===== src/include/tbt_pkg.sv =====
`default_nettype none
package tbt_pkg;
    // widths
    localparam int CNT_W = 16; // raw count and baseline width
    localparam int SNS_N = 4; // number of sensors
    localparam int SNS_W = 2; // sensor index width
    localparam int ACC_W = 20; // baseline accumulator width (count + fraction)
    localparam int FLT_SH = 4; // low-pass shift: baseline moves 1/16 per scan
    localparam int WIN_W = 6; // noise window scan counter width
    // constants
    localparam logic [WIN_W-1:0] NOISE_WIN = 6'h3F; // last window count: a window closes on every 64th off-state scan
    localparam logic [CNT_W-1:0] SNR_MIN = 16'h0005; // minimum signal to noise ratio
    localparam logic [CNT_W-1:0] RST_COUNT = 16'h0000; // reset value of counts
    localparam logic [CNT_W-1:0] RST_NTHR = 16'h0014; // reset noise threshold
    localparam logic [CNT_W-1:0] RST_FTHR = 16'h0050; // reset finger threshold
    localparam logic [CNT_W-1:0] RST_NMIN = 16'hFFFF; // reset window minimum, full scale, at or above any count
endpackage
`default_nettype wire


===== src/rtl/tbt_core.sv =====
// Overview of operation
// (RL1) baseline is low-pass filtered raw count
// (RL2) signal equals raw count minus baseline
// (RL3) thresholds are offsets above the baseline
// (RL4) above noise threshold: freeze baseline, report difference
// (RL5) below noise threshold: update baseline, signal zero
// (RL6) on when signal reaches finger plus hysteresis
// (RL7) off when signal reaches finger minus hysteresis
// (RL8) between limits hold state; reset is off
// (RL9) auto mode measures noise, adjusts thresholds
// (RL10) auto thresholds keep signal/noise at least five
// (RL11) snr signal is on average minus off average
// (RL12) noise is off-state max minus min
`timescale 1ns/1ns
`default_nettype none
module tbt_core
(
    input wire logic clk,
    input wire logic nrst,
    input wire logic raw_valid,
    input wire logic [tbt_pkg::SNS_W-1:0] raw_sensor,
    input wire logic [tbt_pkg::CNT_W-1:0] raw_count,
    input wire logic auto_mode,
    input wire logic [tbt_pkg::CNT_W-1:0] noise_thr_cfg,
    input wire logic [tbt_pkg::CNT_W-1:0] finger_thr_cfg,
    input wire logic [tbt_pkg::CNT_W-1:0] hysteresis_cfg,
    input wire logic [tbt_pkg::SNS_W-1:0] sel_sensor,
    output logic [tbt_pkg::SNS_N-1:0] sensor_on,
    output logic out_valid,
    output logic [tbt_pkg::SNS_W-1:0] out_sensor,
    output logic [tbt_pkg::CNT_W-1:0] out_diff,
    output logic [tbt_pkg::CNT_W-1:0] sel_baseline,
    output logic [tbt_pkg::CNT_W-1:0] sel_noise,
    output logic [tbt_pkg::CNT_W-1:0] sel_signal,
    output logic [tbt_pkg::CNT_W-1:0] sel_noise_thr,
    output logic [tbt_pkg::CNT_W-1:0] sel_finger_thr,
    output logic sel_snr_ok
);
    localparam int CW = tbt_pkg::CNT_W;
    localparam int AW = tbt_pkg::ACC_W;

    // saturating add of two counts
    function automatic logic [CW-1:0] sat_add(input logic [CW-1:0] a, input logic [CW-1:0] b);
        logic [CW:0] s;
        s = {1'b0, a} + {1'b0, b};
        sat_add = s[CW] ? {CW{1'b1}} : s[CW-1:0];
    endfunction

    // floored subtraction of two counts
    function automatic logic [CW-1:0] sat_sub(input logic [CW-1:0] a, input logic [CW-1:0] b);
        sat_sub = (a > b) ? a - b : tbt_pkg::RST_COUNT;
    endfunction

    // integer count placed over the fraction bits of an accumulator
    function automatic logic [AW-1:0] to_acc(input logic [CW-1:0] c);
        to_acc = {c, {(AW-CW){1'b0}}};
    endfunction

    // whole-count part of an accumulator
    function automatic logic [CW-1:0] acc_count(input logic [AW-1:0] acc);
        acc_count = acc[AW-1 -: CW];
    endfunction

    // one low-pass step: move 1/16 of the gap toward the new count
    function automatic logic [AW-1:0] lp_step(input logic [AW-1:0] acc, input logic [CW-1:0] c);
        lp_step = acc - (acc >> tbt_pkg::FLT_SH) + (to_acc(c) >> tbt_pkg::FLT_SH);
    endfunction

    // noise times the minimum ratio, pinned at full scale
    function automatic logic [CW-1:0] scale_min(input logic [CW-1:0] n);
        logic [2*CW-1:0] p; // full-width product
        p = n * tbt_pkg::SNR_MIN;
        scale_min = (p[2*CW-1:CW] != '0) ? {CW{1'b1}} : p[CW-1:0];
    endfunction

    // auto noise threshold: just over the spread, never under the setting
    function automatic logic [CW-1:0] pick_nthr(input logic [CW-1:0] n, input logic [CW-1:0] cfg);
        logic [CW-1:0] t; // spread plus one count
        t = sat_add(n, 16'h0001);
        pick_nthr = (t > cfg) ? t : cfg;
    endfunction

    // auto finger threshold: lower hysteresis limit at five noise spans
    function automatic logic [CW-1:0] pick_fthr(input logic [CW-1:0] nx5, input logic [CW-1:0] hyst,
        input logic [CW-1:0] cfg);
        pick_fthr = (sat_sub(nx5, hyst) > cfg) ? sat_add(nx5, hyst) : cfg;
    endfunction

    // per-sensor state
    logic [AW-1:0] base_acc [tbt_pkg::SNS_N]; // baseline with fraction bits
    logic base_init [tbt_pkg::SNS_N]; // first scan seeds the baseline
    logic [CW-1:0] nmax [tbt_pkg::SNS_N]; // off-state max in window
    logic [CW-1:0] nmin [tbt_pkg::SNS_N]; // off-state min in window
    logic [CW-1:0] noise [tbt_pkg::SNS_N]; // last measured peak-to-peak noise
    logic [tbt_pkg::WIN_W-1:0] wcnt [tbt_pkg::SNS_N]; // scans in noise window
    logic [AW-1:0] on_avg [tbt_pkg::SNS_N]; // on-state average raw, filtered
    logic [AW-1:0] off_avg [tbt_pkg::SNS_N]; // off-state average raw, filtered
    logic on_seen [tbt_pkg::SNS_N]; // on average has been seeded
    logic off_seen [tbt_pkg::SNS_N]; // off average has been seeded

    // current sensor view
    logic [CW-1:0] base_cur; // current baseline count
    logic [CW-1:0] nthr; // noise threshold offset in use
    logic [CW-1:0] fthr; // finger threshold offset in use
    logic [CW-1:0] diff_raw; // raw minus baseline
    logic above_noise; // raw above baseline plus noise threshold
    logic [CW-1:0] next_diff; // reported difference count
    logic [CW-1:0] on_lim; // upper hysteresis limit
    logic [CW-1:0] off_lim; // lower hysteresis limit
    logic [CW-1:0] auto_nthr; // noise-derived noise threshold
    logic [CW-1:0] auto_fthr; // noise-derived finger threshold
    logic [CW-1:0] noise_x5; // noise scaled by minimum ratio

    // threshold selection and signal forming
    always_comb
    begin
        base_cur = acc_count(base_acc[raw_sensor]);
        noise_x5 = scale_min(noise[raw_sensor]);
        // noise threshold sits just over the measured spread
        auto_nthr = pick_nthr(noise[raw_sensor], noise_thr_cfg); // RL9
        // finger threshold set so the upper hysteresis limit is at least five noise spans off the baseline
        auto_fthr = pick_fthr(noise_x5, hysteresis_cfg, finger_thr_cfg); // RL10
        nthr = auto_mode ? auto_nthr : noise_thr_cfg; // RL9
        fthr = auto_mode ? auto_fthr : finger_thr_cfg; // RL9
        diff_raw = sat_sub(raw_count, base_cur); // RL2
        // compare against baseline-relative level, not an absolute count
        above_noise = raw_count > sat_add(base_cur, nthr); // RL3
        next_diff = above_noise ? diff_raw : tbt_pkg::RST_COUNT; // RL4 RL5
        on_lim = sat_add(fthr, hysteresis_cfg); // RL6
        off_lim = sat_sub(fthr, hysteresis_cfg); // RL7
    end

    // baseline filter, frozen while a touch is suspected
    always_ff @(posedge clk)
    begin
        if (!nrst)
        begin
            // every sensor starts unseeded
            for (int i = 0; i < tbt_pkg::SNS_N; i++)
            begin
                base_acc[i] <= '0;
                base_init[i] <= 1'b0;
            end
        end
        else if (raw_valid)
        begin
            if (!base_init[raw_sensor])
            begin
                // first scan seeds the baseline
                base_acc[raw_sensor] <= to_acc(raw_count); // RL1
                base_init[raw_sensor] <= 1'b1;
            end
            else if (!above_noise)
            begin
                // move 1/16 of the gap toward the raw count
                base_acc[raw_sensor] <= lp_step(base_acc[raw_sensor], raw_count); // RL1 RL5
            end
            // else baseline holds: RL4
        end
    end

    // on/off decision with hysteresis
    always_ff @(posedge clk)
    begin
        if (!nrst)
            sensor_on <= '0; // RL8
        // seeding scan leaves the state alone
        else if (raw_valid && base_init[raw_sensor])
        begin
            if (next_diff >= on_lim)
                sensor_on[raw_sensor] <= 1'b1; // RL6
            else if (next_diff <= off_lim)
                sensor_on[raw_sensor] <= 1'b0; // RL7
            // otherwise state held: RL8
        end
    end

    // per-scan difference output
    always_ff @(posedge clk)
    begin
        if (!nrst)
        begin
            out_valid <= 1'b0;
            out_sensor <= '0;
            out_diff <= tbt_pkg::RST_COUNT;
        end
        else
        begin
            out_valid <= raw_valid;
            // sensor and count only move on a scan
            if (raw_valid)
            begin
                out_sensor <= raw_sensor;
                out_diff <= base_init[raw_sensor] ? next_diff : tbt_pkg::RST_COUNT; // RL2
            end
        end
    end

    // off-state noise measurement over a window of scans
    always_ff @(posedge clk)
    begin
        if (!nrst)
        begin
            for (int i = 0; i < tbt_pkg::SNS_N; i++)
            begin
                nmax[i] <= tbt_pkg::RST_COUNT;
                nmin[i] <= tbt_pkg::RST_NMIN; // empty window: any count below full scale is lower
                noise[i] <= tbt_pkg::RST_COUNT;
                wcnt[i] <= '0;
            end
        end
        // only off-state scans of a seeded sensor count
        else if (raw_valid && !sensor_on[raw_sensor] && base_init[raw_sensor])
        begin
            if (wcnt[raw_sensor] == tbt_pkg::NOISE_WIN)
            begin
                // close the window: spread becomes the noise figure
                noise[raw_sensor] <= sat_sub(nmax[raw_sensor], nmin[raw_sensor]); // RL12
                nmax[raw_sensor] <= raw_count;
                nmin[raw_sensor] <= raw_count;
                wcnt[raw_sensor] <= '0;
            end
            else
            begin
                // widen the running max and min
                if (raw_count > nmax[raw_sensor])
                    nmax[raw_sensor] <= raw_count; // RL12
                if (raw_count < nmin[raw_sensor])
                    nmin[raw_sensor] <= raw_count; // RL12
                wcnt[raw_sensor] <= wcnt[raw_sensor] + 1'b1;
            end
        end
    end

    // on and off averages of the raw count
    always_ff @(posedge clk)
    begin
        if (!nrst)
        begin
            for (int i = 0; i < tbt_pkg::SNS_N; i++)
            begin
                on_avg[i] <= '0;
                off_avg[i] <= '0;
                on_seen[i] <= 1'b0;
                off_seen[i] <= 1'b0;
            end
        end
        else if (raw_valid && base_init[raw_sensor])
        begin
            if (sensor_on[raw_sensor])
            begin
                on_seen[raw_sensor] <= 1'b1;
                // first on scan seeds, later ones filter
                on_avg[raw_sensor] <= !on_seen[raw_sensor] ? to_acc(raw_count)
                    : lp_step(on_avg[raw_sensor], raw_count); // RL11
            end
            else
            begin
                off_seen[raw_sensor] <= 1'b1;
                // first off scan seeds, later ones filter
                off_avg[raw_sensor] <= !off_seen[raw_sensor] ? to_acc(raw_count)
                    : lp_step(off_avg[raw_sensor], raw_count); // RL11
            end
        end
    end

    // status view of the selected sensor, registered
    logic [CW-1:0] sig_sel; // on average minus off average
    logic [CW-1:0] nx5_sel; // selected noise times minimum ratio
    logic [CW-1:0] nthr_sel; // selected noise threshold
    logic [CW-1:0] fthr_sel; // selected finger threshold
    always_comb
    begin
        sig_sel = (on_seen[sel_sensor] && off_seen[sel_sensor])
            ? sat_sub(acc_count(on_avg[sel_sensor]), acc_count(off_avg[sel_sensor]))
            : tbt_pkg::RST_COUNT; // RL11
        nx5_sel = scale_min(noise[sel_sensor]);
        // same threshold choice as the scan path, for the selected sensor
        nthr_sel = auto_mode ? pick_nthr(noise[sel_sensor], noise_thr_cfg) : noise_thr_cfg; // RL9
        fthr_sel = auto_mode ? pick_fthr(nx5_sel, hysteresis_cfg, finger_thr_cfg) : finger_thr_cfg; // RL10
    end

    // status registers, one cycle behind the selection
    always_ff @(posedge clk)
    begin
        if (!nrst)
        begin
            sel_baseline <= tbt_pkg::RST_COUNT;
            sel_noise <= tbt_pkg::RST_COUNT;
            sel_signal <= tbt_pkg::RST_COUNT;
            sel_noise_thr <= tbt_pkg::RST_NTHR;
            sel_finger_thr <= tbt_pkg::RST_FTHR;
            sel_snr_ok <= 1'b0;
        end
        else
        begin
            sel_baseline <= acc_count(base_acc[sel_sensor]);
            sel_noise <= noise[sel_sensor];
            sel_signal <= sig_sel;
            sel_noise_thr <= nthr_sel;
            sel_finger_thr <= fthr_sel;
            sel_snr_ok <= (sig_sel != tbt_pkg::RST_COUNT) && (sig_sel >= nx5_sel); // RL10
        end
    end
endmodule
`default_nettype wire


===== config.mk =====
export PLATFORM = sky130hd
export DESIGN_NAME = tbt_core
export DESIGN_NICKNAME = d
export VERILOG_FILES = /design/src/include/tbt_pkg.sv /design/src/rtl/tbt_core.sv
export SDC_FILE = /design/constraint.sdc
export NUM_CORES = 2
export LEC_CHECK = 0
export BUFFER_PORTS_ARGS = -buffer_cell sky130_fd_sc_hd__buf_4
export CAP_MARGIN = 10
export CORE_MARGIN = 2
export CORE_UTILIZATION = 25
export CTS_BUF_LIST = sky130_fd_sc_hd__clkbuf_8
export DETAILED_ROUTE_END_ITERATION = 7
export SETUP_SLACK_MARGIN = 0.05
export SLEW_MARGIN = 10
export SYNTH_ARGS = -nofsm -noshare
export SYNTH_HDL_FRONTEND = slang
export SYNTH_SLANG_ARGS = --single-unit

===== constraint.sdc =====
create_clock -name clk -period 25.9 [get_ports clk]
set_input_delay 2.59 -clock clk [delete_from_list [all_inputs] [get_ports clk]]
set_output_delay 2.59 -clock clk [all_outputs]
set_load 0.005 [all_outputs]

==> run summary <==
outcome: finished, final reports clean
Finished Layout Cells: 6944
Critical Path AT: 14.95 ns
cell internal pwr: 1.96 mW
max frequency: 69.9 MHz
Worst Setup Start Kind: input pin
I/O pin count: 176
post_cts resized: 0
postcts setup bufs: 0
post-layout min period: 14.30 ns
combinational share of power: 41.2%
synthesized cell area: 0.0438 mm²
worst path required time: 26.55 ns
gate count after technology mapping: 4372
hold_buf cts: 0
Clock power frac: 25.8%
Yosys top cell area share: 31.5%
initial detailed-routing violation count: 2877
Post-DP HPWL: 113000 µm
GPL Wtd Cong: 0.914
worst rel slew slack: 19.8%
DR WL/cell: 21.7 µm
CP Max Fanout: 39
final number of max-transition violations: 0
layout cell share with drive strength beyond 1: 13.6%
Synth Area per Inst: 10.0 µm²
CP Capture Type: flop
first-pass iteration count of the detailed router: 7
Congestion Overflow GR: 0
synth top area cells: edfxtp_1 31%, ha_1 13%, mux4_2 9.3%
initial antenna violation count: 20
area of the die: 0.178 mm²
Antenna Violating Nets Remaining: 0
sw power: 1.22 mW
largest stage delay on the critical path: 0.67 ns
Worst Tran Pin Value: 1.20 ns
Post-synth top flop: edfxtp_1
root buf cell: clkbuf_8
DRC errors left: 0
Clock Sinks: 572
row cnt: 153
Crit path max-delay family: compound AO/OA/AOI/OAI gates
r2r startpoint: noise[3][1]
number of synthesized flops with an enable pin: 459
Net Sw Frac: 38.4%
PwrDens: 64.2 mW/mm²
Min Hold Slack: 0.452 ns
Area Growth Syn to Fin: 13.2%
ys async rst share: 0%
Max Cap Viol: 0
vias per std cell: 5.01
Period Utilization, post-route: 55.2%
CP Class: in -> reg
top-count cell post-synth: nor2_1
Placed Cells incl. Taps: 6734
via count: 34.8k
Initial Util: 25.2%
Peak VDD IR: 0.0412 mV
FF+latch count, synth: 572
final net count: 5083
total clock buffers created by CTS: 100
net count after synthesis: 4944
skew final: 0.0830 ns
type of the worst min-delay path: reg -> reg
Skew-Pair Late Insertion Delay: 0.85 ns
WL final: 151000 µm
CP max stage cell: mux4_2
Design Area, Final: 0.0495 mm²
number of global-route vias before repair: 34.6k
Seq pwr share: 33.0%
Pwr Total: 3.18 mW
core area: 0.174 mm²
leakage power: 20.7 nW
clk slew on worst S/H paths: 0.07 ns
die height: 422 µm
Critical path origin: raw_sensor[0]
first-pass GRT wire length: 220000 µm
Port-buffer cells: 175
largest net degree at the start of global routing: 69
Setup TNS Final: 0 ns
worst-case clock buffer depth: 3
Distinct cells, synth: 89
clock tree from TritonCTS: yes
Area after DPL: 0.0476 mm²
dominant cell type by area after synthesis: edfxtp_1
die width: 422 µm
# setup viols final: 0
Seq/Total Area, Yosys: 36.7%
Fin. Hold Viols: 0
Post-synth top cells: 533 x nor2_1, 459 x edfxtp_1, 440 x ha_1
WP buf/inv: 4
Max H-tree Level: 3
GRT Util Overall: 16.4%
synthesis warning total: 0
hold path startpoint: on_seen[2]
RSZ-0062 raised after global routing: false
[cells by family after synthesis]
| family | after synthesis | synth area share, % |
|---|---|---|
| and+or+nand+nor | 1437 | 15.9 |
| AOI/OAI and AO/OA | 869 | 12.8 |
| buffers and inverters | 600 | 5.52 |
| DFF | 572 | 36.7 |
| adders and majority gates | 500 | 15.3 |
| muxes | 227 | 10.4 |
| xor gates and xnor gates | 167 | 3.34 |
[stage by stage]
step,setup WS (ns),utilization [%]
5_1_grt,10.55,28.5
3_3_place_gp,11.02,27.4
4_1_cts,11.71,28.5
6_report,11.60,28.5
3_5_place_dp,10.90,27.4
2_1_floorplan,12.68,-
[layout make-up]
class / instances / area, µm²
diodes: 31 / 77.6
clock buffers: 104 / 1430
clock inverters: 75 / 472
fillers: 18300 / 124000
inverters: 418 / 1570
multi-input cells: 3200 / 25400
flip-flops and latches: 572 / 16000
well taps: 2325 / 2910
repair buffers: 219 / 1670
[cells in the final DEF (no fill, tap or decap), types with 23 or more instances in the layout]
master    netlist  layout
a211oi_1       37      37
a21o_1         98      98
a21oi_1       245     242
a31oi_1        23      23
and2_1         46      46
and3_1         75      75
buf_4           7     216
clkbuf_8        0     105
dfxtp_1       113     113
diode_2         0      31
edfxtp_1      459     459
fa_1           60      60
ha_1          440     440
inv_1         416     455
mux2_2         23      23
mux2i_1        23      23
mux4_2        181     181
nand2_1       247     247
nand2b_1       69      67
nand3_1        71      71
nand4_1        45      45
nor2_1        533     532
nor2b_1        49      49
nor3_1        104     104
o211ai_1       28      28
o21a_1         55      55
o21ai_0       169     162
o21bai_1       38      38
o31ai_1        29      29
or2_2          32      32
or3_1          79      79
xnor2_1       116     116
xor2_1         51      51
[metal layers]
metal,GRT usage [%],share of wire (%),vias to the layer above
li1,-,-,16200
met1,19.1,39,17100
met2,28.8,50,1261
met3,2.43,5.9,292
met4,9.13,5.4,2
met5,0,0.012,-
[registers in the layout (all words and copies together), names as in the netlist, named ones only]
register / cells
base_acc: 80
base_init: 4
nmax: 64
nmin: 64
noise: 64
off_avg: 80
off_seen: 4
on_avg: 80
on_seen: 4
out_diff: 16
out_sensor: 2
out_valid: 1
sel_baseline: 16
sel_finger_thr: 16
sel_noise: 16
sel_noise_thr: 16
sel_signal: 16
sel_snr_ok: 1
wcnt: 24
[worst paths after layout]
check	endpoint	depth (start not counted)	slack (ns)
max reg2reg	flop	51	13.64
min reg2reg	on_seen[2]	2	0.45
max	flop	52	11.60
min	on_seen[2]	2	0.45
[power groups by stage]
stage          combinational (mW)  clock, mW  sequential, mW
5_1_grt                      1.45      0.875            1.06
4_1_cts                      1.30      0.837            1.05
6_report                     1.31      0.820            1.05
3_5_place_dp                 1.29          0            1.07
2_1_floorplan               0.929          0            1.07
3_3_place_gp                 1.28          0            1.07
[worst min-delay path, stage by stage, from the launching register on]
cell and delay (ns):
dfxtp_1 0.32, nand2_1 0.05, nand2_1 0.04
Note: power is estimated with default switching activity, not from simulation.
